<file path="src/verilog/hts_consts.svh">
// constants for the humidity/temperature serial target front end
// How it works
// - strap low answers address 0x40, strap high answers 0x41.
// - reset pin held active at least 1 us triggers full reset.
// - internal reset sequence runs about 2 ms before normal operation.
// - serial logic is static; any slow serial clock is tolerated.
// - read data changes just after clock falls, holds until next fall.
// - humidity conversion 8.34/4.21/2.14/1.11 ms for levels 3..0.
// - temperature conversion 11.98/6.03/3.06/1.57 ms for levels 3..0.
// - alternate address disabled after reset; only factory can enable it.
// - conversion command starts combined measurement, two level bits each.
// - soft reset command reinitializes defaults within 5 ms.
`ifndef HTS_CONSTS_SVH
`define HTS_CONSTS_SVH
`define HTS_CLK_MHZ 40
`define HTS_ADDR_BASE 6'h20
`define HTS_RST_PULSE_NS 1000
`define HTS_RST_PULSE_CYC ((`HTS_RST_PULSE_NS * `HTS_CLK_MHZ + 999) / 1000)
`define HTS_RST_SEQ_US 2000
`define HTS_RST_SEQ_CYC (`HTS_RST_SEQ_US * `HTS_CLK_MHZ)
`define HTS_SOFT_RST_US 5000
`define HTS_SOFT_RST_CYC (`HTS_SOFT_RST_US * `HTS_CLK_MHZ)
`define HTS_HUM3_US 8340
`define HTS_HUM2_US 4210
`define HTS_HUM1_US 2140
`define HTS_HUM0_US 1110
`define HTS_TMP3_US 11980
`define HTS_TMP2_US 6030
`define HTS_TMP1_US 3060
`define HTS_TMP0_US 1570
`define HTS_CMD_CONV_MASK 8'he1
`define HTS_CMD_CONV 8'h40
`define HTS_CMD_RESET_MASK 8'hfe
`define HTS_CMD_RESET 8'h1e
`define HTS_CMD_READ_TRH 8'h00
`define HTS_CMD_READ_RH 8'h10
`define HTS_HUM_LSB 3
`define HTS_TMP_LSB 1
`endif

</file>
<file path="src/verilog/hts_pkg.sv">
// types for the humidity/temperature serial target front end
package hts_pkg;
	typedef enum logic [2:0] {ST_IDLE, ST_ADDR, ST_ACK, ST_WRITE, ST_READ, ST_RACK, ST_SKIP} hts_bus_e;
	typedef enum logic [1:0] {MS_IDLE, MS_CONV, MS_RESET} hts_meas_e;
endpackage : hts_pkg

</file>
<file path="src/verilog/hts_target.sv">
// serial target front end with reset and conversion timing
`include "hts_consts.svh"
module hts_target #(
	parameter int RST_SEQ_CYC = `HTS_RST_SEQ_CYC,
	parameter int SOFT_RST_CYC = `HTS_SOFT_RST_CYC,
	parameter int US_CYC = `HTS_CLK_MHZ
) (
	// clock and reset
	input wire logic core_clk,
	input wire logic reset_n,
	// pins
	input wire logic sclIn,
	input wire logic sdaIn,
	output logic sdaOut,
	output logic sdaOe,
	input wire logic addrSelectStrap,
	input wire logic rstPin_n,
	// factory configuration of the alternate address
	input wire logic altAddrEnable,
	input wire logic [6:0] altAddr,
	// sensor data side
	input wire logic [15:0] tempData,
	input wire logic [15:0] humData,
	output logic measBusy,
	output logic measDone,
	output logic sensorReady,
	output logic [1:0] humLevel,
	output logic [1:0] tempLevel
);
	import hts_pkg::*;

	function automatic logic [31:0] humUs(input logic [1:0] l);
		case (l)
			2'h3: humUs = `HTS_HUM3_US;
			2'h2: humUs = `HTS_HUM2_US;
			2'h1: humUs = `HTS_HUM1_US;
			default: humUs = `HTS_HUM0_US;
		endcase
	endfunction : humUs

	function automatic logic [31:0] tmpUs(input logic [1:0] l);
		case (l)
			2'h3: tmpUs = `HTS_TMP3_US;
			2'h2: tmpUs = `HTS_TMP2_US;
			2'h1: tmpUs = `HTS_TMP1_US;
			default: tmpUs = `HTS_TMP0_US;
		endcase
	endfunction : tmpUs

	typedef struct packed {
		logic [1:0] sclSync;
		logic [1:0] sdaSync;
		logic [1:0] strapSync;
		logic [1:0] rstSync;
		logic sclPrev;
		logic sdaPrev;
		hts_bus_e bus;
		logic [3:0] bitCnt;
		logic [7:0] shift;
		logic rnw;
		logic [2:0] byteIdx;
		logic sdaOut;
		logic sdaOe;
		logic [15:0] rstCnt;
		logic inReset;
		hts_meas_e meas;
		logic measDone;
		logic [1:0] humLevel;
		logic [1:0] tempLevel;
		logic timerLoad;
		logic [31:0] timerCount;
		logic readHumOnly;
		logic busy;
		logic ready;
	} hts_state_s;
	hts_state_s st, next_st;

	logic timerBusy;
	logic timerDone;

	hts_timer #(.W(32)) u_timer (
		.core_clk(core_clk),
		.reset_n(reset_n),
		.load(st.timerLoad),
		.count(st.timerCount),
		.busy(timerBusy),
		.done(timerDone)
	);

	logic sclRise, sclFall, startCond, stopCond;
	logic [6:0] ownAddr;
	logic [7:0] rxByte;
	logic [7:0] txByte;

	assign sclRise = st.sclSync[1] && !st.sclPrev;
	assign sclFall = !st.sclSync[1] && st.sclPrev;
	// start/stop only count while the clock is high
	assign startCond = st.sclSync[1] && st.sclPrev && st.sdaPrev && !st.sdaSync[1];
	assign stopCond = st.sclSync[1] && st.sclPrev && !st.sdaPrev && st.sdaSync[1];
	assign ownAddr = {`HTS_ADDR_BASE, st.strapSync[1]};
	assign rxByte = {st.shift[6:0], st.sdaSync[1]};

	// crc bytes are not modelled here; they read as zero
	always_comb begin
		txByte = 8'h00;
		case (st.byteIdx)
			3'h0: txByte = st.readHumOnly ? humData[15:8] : tempData[15:8];
			3'h1: txByte = st.readHumOnly ? humData[7:0] : tempData[7:0];
			3'h3: txByte = st.readHumOnly ? 8'h00 : humData[15:8];
			3'h4: txByte = st.readHumOnly ? 8'h00 : humData[7:0];
			default: txByte = 8'h00;
		endcase
	end

	always_comb begin
		next_st = st;
		next_st.sclSync = {st.sclSync[0], sclIn};
		next_st.sdaSync = {st.sdaSync[0], sdaIn};
		next_st.strapSync = {st.strapSync[0], addrSelectStrap};
		next_st.rstSync = {st.rstSync[0], rstPin_n};
		next_st.sclPrev = st.sclSync[1];
		next_st.sdaPrev = st.sdaSync[1];
		next_st.timerLoad = 1'b0;
		next_st.measDone = 1'b0;

		// pin reset: count active cycles, fire once at the minimum width
		if (!st.rstSync[1]) begin
			if (st.rstCnt < 16'(`HTS_RST_PULSE_CYC)) begin
				next_st.rstCnt = st.rstCnt + 16'h0001;
			end
		end else begin
			next_st.rstCnt = 16'h0000;
		end
		if (!st.rstSync[1] && st.rstCnt == 16'(`HTS_RST_PULSE_CYC - 1)) begin
			next_st.inReset = 1'b1;
			next_st.meas = MS_RESET;
			next_st.timerLoad = 1'b1;
			next_st.timerCount = 32'(RST_SEQ_CYC);
			next_st.humLevel = 2'h0;
			next_st.tempLevel = 2'h0;
		end

		// event-driven only: no timeout on a stalled clock, state just waits
		if (st.inReset) begin
			next_st.bus = ST_IDLE;
			next_st.sdaOe = 1'b0;
		end else if (startCond) begin
			next_st.bus = ST_ADDR;
			next_st.bitCnt = 4'h0;
			next_st.sdaOe = 1'b0;
		end else if (stopCond) begin
			next_st.bus = ST_IDLE;
			next_st.sdaOe = 1'b0;
		end else begin
			case (st.bus)
				ST_ADDR, ST_WRITE: begin
					if (sclRise) begin
						next_st.shift = rxByte;
						next_st.bitCnt = st.bitCnt + 4'h1;
					end
					if (sclFall && st.bitCnt == 4'h8) begin
						if (st.bus == ST_ADDR) begin
							// alternate address stays off unless factory-enabled
							if (st.shift[7:1] == ownAddr ||
									(altAddrEnable && st.shift[7:1] == altAddr)) begin
								next_st.rnw = st.shift[0];
								next_st.byteIdx = 3'h0;
								next_st.sdaOut = 1'b0;
								next_st.sdaOe = 1'b1;
								next_st.bus = ST_ACK;
							end else begin
								next_st.bus = ST_SKIP;
							end
						end else begin
							next_st.sdaOut = 1'b0;
							next_st.sdaOe = 1'b1;
							next_st.bus = ST_ACK;
							if ((st.shift & `HTS_CMD_CONV_MASK) == `HTS_CMD_CONV &&
									st.meas == MS_IDLE) begin
								next_st.humLevel = st.shift[`HTS_HUM_LSB +: 2];
								next_st.tempLevel = st.shift[`HTS_TMP_LSB +: 2];
								next_st.meas = MS_CONV;
								next_st.timerLoad = 1'b1;
								// both run together; the slower one sets the finish
								next_st.timerCount = 32'(US_CYC) *
									((humUs(st.shift[`HTS_HUM_LSB +: 2]) >
									tmpUs(st.shift[`HTS_TMP_LSB +: 2])) ?
									humUs(st.shift[`HTS_HUM_LSB +: 2]) :
									tmpUs(st.shift[`HTS_TMP_LSB +: 2]));
							end else if ((st.shift & `HTS_CMD_RESET_MASK) == `HTS_CMD_RESET) begin
								next_st.meas = MS_RESET;
								next_st.timerLoad = 1'b1;
								next_st.timerCount = 32'(SOFT_RST_CYC);
								next_st.humLevel = 2'h0;
								next_st.tempLevel = 2'h0;
							end else if ((st.shift & `HTS_CMD_RESET_MASK) == `HTS_CMD_READ_RH) begin
								next_st.readHumOnly = 1'b1;
							end else if ((st.shift & `HTS_CMD_RESET_MASK) == `HTS_CMD_READ_TRH) begin
								next_st.readHumOnly = 1'b0;
							end
						end
					end
				end
				ST_ACK: begin
					if (sclFall) begin
						next_st.bitCnt = 4'h1;
						if (st.rnw) begin
							next_st.sdaOut = txByte[7];
							next_st.sdaOe = !txByte[7];
							next_st.shift = {txByte[6:0], 1'b0};
							next_st.bus = ST_READ;
						end else begin
							next_st.sdaOe = 1'b0;
							next_st.bitCnt = 4'h0;
							next_st.bus = ST_WRITE;
						end
					end
				end
				ST_READ: begin
					if (sclFall) begin
						if (st.bitCnt == 4'h8) begin
							next_st.sdaOe = 1'b0;
							next_st.byteIdx = st.byteIdx + 3'h1;
							next_st.bus = ST_RACK;
						end else begin
							next_st.sdaOut = st.shift[7];
							next_st.sdaOe = !st.shift[7];
							next_st.shift = {st.shift[6:0], 1'b0};
							next_st.bitCnt = st.bitCnt + 4'h1;
						end
					end
				end
				ST_RACK: begin
					if (sclRise) begin
						next_st.bus = st.sdaSync[1] ? ST_SKIP : ST_ACK;
					end
				end
				default: begin
					next_st.sdaOe = 1'b0;
				end
			endcase
		end

		if (timerDone) begin
			if (st.meas == MS_CONV) begin
				next_st.measDone = 1'b1;
			end
			next_st.meas = MS_IDLE;
			next_st.inReset = 1'b0;
		end
		next_st.sdaOut = next_st.sdaOe ? next_st.sdaOut : 1'b0;
		// status kept in flops so the pins never see decode glitches
		next_st.busy = (next_st.meas == MS_CONV);
		next_st.ready = (next_st.meas != MS_RESET);
	end

	always_ff @(posedge core_clk or negedge reset_n) begin
		if (!reset_n) begin
			st <= '0;
			st.sclSync <= 2'h3;
			st.sdaSync <= 2'h3;
			st.rstSync <= 2'h3;
			st.sclPrev <= 1'b1;
			st.sdaPrev <= 1'b1;
			st.ready <= 1'b1;
		end else begin
			st <= next_st;
		end
	end

	assign sdaOut = st.sdaOut;
	assign sdaOe = st.sdaOe;
	assign measBusy = st.busy;
	assign measDone = st.measDone;
	assign sensorReady = st.ready;
	assign humLevel = st.humLevel;
	assign tempLevel = st.tempLevel;
endmodule : hts_target

</file>
<file path="src/verilog/hts_timer.sv">
// countdown timer loaded with a cycle count, pulses done at zero
module hts_timer #(
	parameter int W = 32
) (
	// clock and reset
	input wire logic core_clk,
	input wire logic reset_n,
	// control
	input wire logic load,
	input wire logic [W-1:0] count,
	// status
	output logic busy,
	output logic done
);
	typedef struct packed {
		logic [W-1:0] cnt;
		logic busy;
		logic done;
	} hts_tmr_s;
	hts_tmr_s st, next_st;
	always_comb begin
		next_st = st;
		next_st.done = 1'b0;
		if (load) begin
			next_st.cnt = count;
			next_st.busy = 1'b1;
		end else if (st.busy) begin
			if (st.cnt <= W'(1)) begin
				next_st.busy = 1'b0;
				next_st.done = 1'b1;
			end else begin
				next_st.cnt = st.cnt - W'(1);
			end
		end
	end
	always_ff @(posedge core_clk or negedge reset_n) begin
		if (!reset_n) begin
			st <= '0;
		end else begin
			st <= next_st;
		end
	end
	assign busy = st.busy;
	assign done = st.done;
endmodule : hts_timer

</file>
<file path="config.mk">
export PLATFORM = sky130hd
export DESIGN_NAME = hts_target
export DESIGN_NICKNAME = d
export VERILOG_FILES = /design/src/verilog/hts_pkg.sv /design/src/verilog/hts_target.sv /design/src/verilog/hts_timer.sv
export VERILOG_INCLUDE_DIRS = /design/src /design/src/verilog
export SDC_FILE = /design/constraint.sdc
export NUM_CORES = 1
export LEC_CHECK = 0
export ABC_AREA = 1
export BUFFER_PORTS_ARGS = -buffer_cell sky130_fd_sc_hd__buf_4
export CAP_MARGIN = 15
export CORE_UTILIZATION = 50
export DETAILED_ROUTE_END_ITERATION = 8
export GPL_ROUTABILITY_DRIVEN = 0
export PLACE_DENSITY_LB_ADDON = 0.12
export SLEW_MARGIN = 5
export SYNTH_ARGS = -nofsm -noshare
export SYNTH_HDL_FRONTEND = slang
export SYNTH_SLANG_ARGS = --single-unit
</file>
<file path="constraint.sdc">
create_clock -name core_clk -period 5 [get_ports core_clk]
set_clock_uncertainty 0.1 [all_clocks]
set_input_delay 1 -clock core_clk [delete_from_list [all_inputs] [get_ports core_clk]]
set_output_delay 1 -clock core_clk [all_outputs]
set_load 0.03 [all_outputs]
</file>
==> results of run 1 <==
## kinds of logic after synthesis
group                      after synthesis  synth area share
and+or+nand+nor                        535             0.292
buffers and inverters                  205             0.104
AOI/OAI and AO/OA                      197             0.141
DFF                                    125             0.390
adders and majority gates               40            0.0631
xor gates and xnor gates                10            0.0109
## cells in the final DEF, fill, tap and decap left out, types with 5 or more instances in the layout
cell type,n
nand2_1,249
inv_1,158
nor2_1,135
dfrtp_1,116
nand3_1,91
a21oi_1,64
buf_4,56
o21ai_0,54
ha_1,39
o21ai_1,30
clkbuf_16,17
nand4_1,15
inv_2,14
o211ai_1,9
nor2_2,9
dfstp_2,9
nor2_4,8
o22ai_1,8
nand2_2,7
o2111ai_1,7
xnor2_1,6
o21ai_2,6
nor3_1,5
## cell type report
cell class                 instances  share of cell area
multi-input combinational        782               0.444
sequential                       125               0.342
inverter                         173              0.0708
clock buffer                      19              0.0483
timing repair buffer              57              0.0471
tap                              216              0.0295
clock inverter                    13              0.0177
## worst max-delay path, delay by kind of cell (launching register included)
| family | cells | cell delay [ps] |
|---|---|---|
| AO/OA/AOI/OAI | 2 | 410 |
| flip-flops | 1 | 420 |
| buffers and inverters | 4 | 490 |
| adder cells (fa/ha/maj) | 5 | 1440 |
| AND/OR/NAND/NOR | 13 | 1310 |
## flip-flops by register name, summed over array words and instances (netlist names)
register,flops
st,68
u_timer.st,32
rxByte,7
next_st,6
humLevel,2
tempLevel,2
measBusy,1
measDone,1
ownAddr,1
sdaOe,1
sdaOut,1
sensorReady,1
u_timer.busy,1
u_timer.done,1
## layer usage
metal	share of wire	vias up
li1	-	3681
met1	0.46	3243
met2	0.47	178
met3	0.044	33
met4	0.026	0
met5	0	-
## power by group
part           internal (uW)  switching, uW
clock                    798            473
sequential              1070           62.4
combinational            806           1440
total                   2680           1970
## per-stage QoR
stage	total power [uW]	area [sq um]	setup slack [ps]
floorplan	2870	8050	1290
global placement	3340	8560	850
detailed placement	3350	8560	770
CTS	4650	9170	745
global route	5040	9170	162
finish	4650	9170	723
## worst min path at each step
stage	to	slack [ps]	cells past startpoint
floorplan	ownAddr[0]	230	0
global placement	ownAddr[0]	230	0
detailed placement	ownAddr[0]	240	0
CTS	ownAddr[0]	250	0
global route	ownAddr[0]	250	0
finish	ownAddr[0]	250	0
==> reports/metrics.csv, run 1 <==
stage,metric,value,unit
sta,final_max_slew_viol_count,0,
routing,detail_route.iter0.violations,331,
routing,drt_first_pass_iters,6,
cells_and_area,fraction_of_layout_instances_using_a_drive_strength_above_1,0.130,
clock_network,number_of_buffers_inserted_during_clock_tree_synthesis,17,
job,drv.max_cap_violation_count,0,
floorplanning,ioPinCount,55,
cells_and_area,register_area,3140,sq um
sta,final-setup-viol-count,0,
place,placedCellCount,1353,
grt,grt_max_degree,93,
logic_synthesis,yosysWarnings,0,
routing,routed_wire_length_per_instance,13.5,microns
cells_and_area,insertedDiodeCount,0,
sta,hold-worst-slack,247,ps
logic_synthesis,syn_avg_cell_area,7.24,sq um
clock_network,cts_post_setup_buffers_inserted,0,
floorplanning,die-area,16600,sq um
sta,tns,0,ps
cells_and_area,fillCellCount,1534,
sta,rsz0062_at_grt,no,
logic_synthesis,dominantRegCellSynth,dfrtp_1,
power_and_ir_drop,power_leakage,0.00489,uW
min_path,hp-class,reg2reg,
setup_path,critical_path.cell_chain,inv_1 -> ha_1 -> nor2_1 -> ha_1 -> nand2_1 -> nor2_1 -> o211ai_1 -> nand2_1 -> inv_1 -> nand2_1 -> nand2_1 -> inv_1 -> ha_1 -> ha_1 -> fa_1 -> nand3_1 -> nand2_1 -> nand2_1 -> nand2_1 -> a21boi_0 -> or2_2 -> nand3_1 -> nand2_1 -> inv_1,
setup_path,setup.worst_path.start,rxByte[3],
grt,global_route.usage.met2,0.413,
floorplanning,die-width,129,microns
clock_network,clk_path_buf_depth,2,
setup_path,regToRegEndpoint,st[20],
routing,via_count,7135,
clock_network,cts.sink_count,125,
grt,groute.usage.overall,0.241,
setup_path,critical_path_endpoint_category,flip-flop,
cells_and_area,final_core_utilization,0.581,
setup_path,timing_worst_setup_path_type,reg2reg,
clock_network,hold_bufs_inserted_after_cts,0,
logic_synthesis,synthesis.instances,1112,
sta,timing_hold_violations_final,0,
setup_path,critPathRequiredTime,5220,ps
place,io_buffers,54,
setup_path,worstPathArrival,4490,ps
cells_and_area,finalNonFillerCells,1385,
logic_synthesis,synth.top_cells.by_count,"nand2_1 (249), inv_1 (158), nor2_1 (135), dfrtp_1 (116), nand3_1 (91)",
sta,maxClockFrequency,234,MHz
logic_synthesis,flops_latches_synth,125,
logic_synthesis,mappedNetlistArea,8050,sq um
logic_synthesis,synth_async_sr_flop_share,1.00,
clock_network,cts.root.buffer_cell,clkbuf_16,
logic_synthesis,post-synth-top-area-fraction,0.361,
routing,drt_drc_violations_left,0,
floorplanning,placeable_area,15800,sq um
cells_and_area,layout-area-overhead-vs-synth,13.9,%
setup_path,crit_path_max_incr_delay,430,ps
setup_path,critical-path-top-cell-by-count,nand2_1,
setup_path,worst_setup_path_start_kind,flip-flop,
logic_synthesis,synth_area_leaders,"dfrtp_1 (36%), nand2_1 (12%), inv_1 (7.4%), nor2_1 (6.3%), ha_1 (6.1%)",
setup_path,crit_path_top_delay_cell,fa_1,
grt,initial_antenna_violation_count,0,
clock_network,cts_tree,yes,
sta,max_slew.worst_pin.slew,849,ps
sta,layout_worst_path_cycle_share,0.855,
grt,gr-max-usage-layer,met2,
place,dpl_wire_length,13.5,mm
setup_path,critPathMaxFanout,12,
setup_path,crit_path_end,st[20],
sta,maxSlewHeadroom,0.434,
floorplanning,floorplan.initialDensity,0.510,
setup_path,r2r-start,rxByte[3],
logic_synthesis,synth.most_common_cell,nand2_1,
logic_synthesis,netlist.top_cell.by_area,dfrtp_1,
grt,global_route.usage.met1,0.300,
setup_path,r2r_setup_slack,720,ps
cells_and_area,multi_input_comb_area,4070,sq um
logic_synthesis,yosysUniqueCellTypes,50,
floorplanning,core.rowCount,46,
clock_network,clkTransAtPathRegs,60,ps
routing,vias_per_cell,5.15,
grt,globalRouteOverflowTotal,0,
routing,detail_route.wirelength,18.7,mm
logic_synthesis,postSynthNetCount,1198,
grt,gr-usage-met3,0.0482,
clock_network,clk_latency,420,ps
min_path,hold_path_startpoint,next_st[86],
clock_network,cts.repair.resized,0,
routing,detail-route-antenna-nets,0,
floorplanning,die_y,129,microns
clock_network,cts.htree.levels,4,
power_and_ir_drop,powerDensity,507,nW/um^2
logic_synthesis,synth.yosys.seq_area_share,0.390,
logic_synthesis,edff_count_synth,0,
grt,grt_pass1_wl,31.5,mm
outcome,run_status,"complete, no violations",
power_and_ir_drop,worst_ir_drop_vdd,0.318,mV
sta,finalCriticalPeriod,4280,ps
grt,grt_pass1_vias,6759,
cells_and_area,finalNetCount,1242,
setup_path,r2r_cells,24,
Power figures use the tool's default switching activity.
==> run 2, diff against run 1 <==
CAP_MARGIN = 25   (was 15)
CORE_ASPECT_RATIO = 1.75   (was default)
==> reports/metrics.csv, run 2 (synthesis results as in run 1) <==
stage,metric,value,unit,change
setup_path,crit_path_max_incr_delay,430,ps,about the same
place,placed_cell_area,8530,sq um,-0.39%
clock_network,hold_bufs_inserted_after_cts,0,,unchanged
sta,final_max_slew_viol_count,0,,unchanged
min_path,hp-class,reg2reg,,
clock_network,clk_path_buf_depth,2,,unchanged
cells_and_area,finalNetCount,1242,,unchanged
grt,global_route.usage.met2,0.510,,+0.0971
setup_path,crit_path_top_delay_cell,dfrtp_1,,
floorplanning,die-area,16600,sq um,+0.12%
setup_path,worstPathArrival,4620,ps,+130 ps
cells_and_area,insertedDiodeCount,0,,unchanged
job,drv.max_cap_violation_count,0,,unchanged
routing,routed_wire_length_per_instance,15.2,microns,+13%
setup_path,worstPathBufferInverterCount,4,,unchanged
place,dpl_wire_length,15.5,mm,+15%
grt,grt_pass1_vias,7352,,+8.8%
floorplanning,die-width,97.9,microns,-24%
cells_and_area,layout-area-overhead-vs-synth,13.2,%,
grt,grt_max_degree,95,,+2.2%
routing,detail_route.wirelength,20.6,mm,+10%
place,io_buffers,54,,unchanged
clock_network,cts.sink_count,125,,unchanged
clock_network,clk_latency,420,ps,about the same
floorplanning,ioPinCount,55,,unchanged
clock_network,cts_post_setup_buffers_inserted,0,,unchanged
sta,finalCriticalPeriod,4400,ps,+123 ps
grt,gr-max-usage-layer,met2,,
outcome,run_status,"complete, no violations",,
grt,groute.usage.overall,0.264,,+0.0224
sta,layout_worst_path_cycle_share,0.880,,+0.0247
grt,grt_pass1_wl,34.4,mm,+9.2%
sta,tns,0,ps,unchanged
sta,rsz0062_at_grt,no,,
sta,timing_hold_violations_final,0,,unchanged
floorplanning,floorplan.initialDensity,0.509,,-0.000930
cells_and_area,post-route-cell-area,9110,sq um,-0.67%
cells_and_area,largest_register_ffs,68,,unchanged
sta,maxSlewHeadroom,0.407,,-0.0272
power_and_ir_drop,worst_ir_drop_vdd,0.298,mV,-6.2%
routing,detail-route-antenna-nets,0,,unchanged
clock_network,cts.repair.resized,0,,unchanged
cells_and_area,registers.top_by_ff_count,st,,
power_and_ir_drop,p_total,4650,uW,about the same
setup_path,critical-path-top-delay-family,adder cells,,
clock_network,clkTransAtPathRegs,60,ps,about the same
routing,drt_drc_violations_left,0,,unchanged
setup_path,critPathMaxFanout,12,,unchanged
setup_path,timing_worst_setup_path_type,reg2reg,,
setup_path,critical_path_endpoint_category,flip-flop,,
setup_path,critPathRequiredTime,5220,ps,about the same
cells_and_area,most_frequent_cells_in_the_layout,"nand2_1 (249), inv_1 (158), nor2_1 (135)",,
clock_network,cts.root.buffer_cell,clkbuf_16,,
grt,global_route.usage.met1,0.257,,-0.0430
power_and_ir_drop,powerDensity,510,nW/um^2,+0.59%
setup_path,critical-path-top-cell-by-count,nand2_1,,
setup_path,worst_setup_path_start_kind,flip-flop,,
power_and_ir_drop,power_leakage,0.00488,uW,-0.27%
sta,maxClockFrequency,227,MHz,-2.8%
grt,gr-usage-met3,0.0435,,-0.00470
cells_and_area,fraction_of_layout_instances_using_a_drive_strength_above_1,0.131,,+0.000855
floorplanning,core.rowCount,61,,+33%
grt,globalRouteOverflowTotal,0,,unchanged
sta,max_slew.worst_pin.slew,890,ps,+40.8 ps
floorplanning,placeable_area,15800,sq um,+0.18%
routing,detail_route.iter0.violations,260,,-21%
floorplanning,die_y,170,microns,+32%
clock_network,number_of_buffers_inserted_during_clock_tree_synthesis,17,,unchanged
cells_and_area,final_common_cell,nand2_1,,
routing,vias_per_cell,5.37,,+4.1%
sta,final-setup-viol-count,0,,unchanged
clock_network,cts_tree,yes,,
grt,initial_antenna_violation_count,0,,unchanged
clock_network,cts.htree.levels,4,,unchanged
routing,drt_first_pass_iters,6,,unchanged
routing,via_count,7286,,+2.1%
setup_path,critical_path.cell_chain,inv_1 -> ha_1 -> nor2_1 -> ha_1 -> nand2_1 -> nor2_1 -> o211ai_1 -> nand2_1 -> inv_1 -> nand2_1 -> nand2_1 -> inv_1 -> ha_1 -> ha_1 -> fa_1 -> nand3_1 -> nand2_1 -> nand2_1 -> nand2_1 -> a21boi_0 -> or2_2 -> nand3_1 -> nand2_1 -> inv_1,,
==> run 2: cell types whose count changed in the layout (fill, tap and decap cells not counted) <==
cell	previous run	this run
inv_8	0	3
bufinv_16	3	1
clkinv_2	3	1
inv_6	2	4
clkbuf_1	1	0
clkbuf_8	1	0
clkinv_4	2	3
==> run 2: per-stage QoR <==
stage          hold slack [ps]  instances  setup slack [ps]  utilization
6_report                   250       1358               600        0.577
5_1_grt                    254       1358               246        0.577
4_1_cts                    253       1358               618        0.577
3_5_place_dp               238       1326               640        0.540
3_3_place_gp               236       1326               794        0.540
2_1_floorplan              231       1112              1290            -
==> run 2: area by class of cell <==
type / count / area [sq um]
Tap cell: 189 / 236
Sequential cell: 125 / 3140
Clock inverter: 15 / 153
Timing Repair Buffer: 57 / 432
Fill cell: 1505 / 6690
Multi-Input combinational cell: 782 / 4070
Inverter: 173 / 649
Clock buffer: 17 / 425
==> run 2: where the power goes <==
| group | total, uW | switching [uW] | internal [uW] |
|---|---|---|---|
| registers | 1140 | 63.1 | 1070 |
| logic | 2290 | 1490 | 806 |
| clock network | 1210 | 514 | 700 |
==> run 2: layer usage <==
layer	part of all wire	vias up
li1	-	3678
met1	0.36	3358
met2	0.56	179
met3	0.030	71
met4	0.050	0
met5	0	-
==> run 2: path summary, 6_finish.rpt <==
path	slack [ps]	startpoint	to	depth (start not counted)
setup / recovery	600	rxByte[3]	st[20]	24
setup reg to reg	600	rxByte[3]	st[20]	24
min in group asynchronous	520	reset_n	u_timer.st[21]	1
hold / removal	250	next_st[86]	ownAddr[0]	0
max in group asynchronous	3240	reset_n	next_st[84]	2
hold reg to reg	250	next_st[86]	ownAddr[0]	0
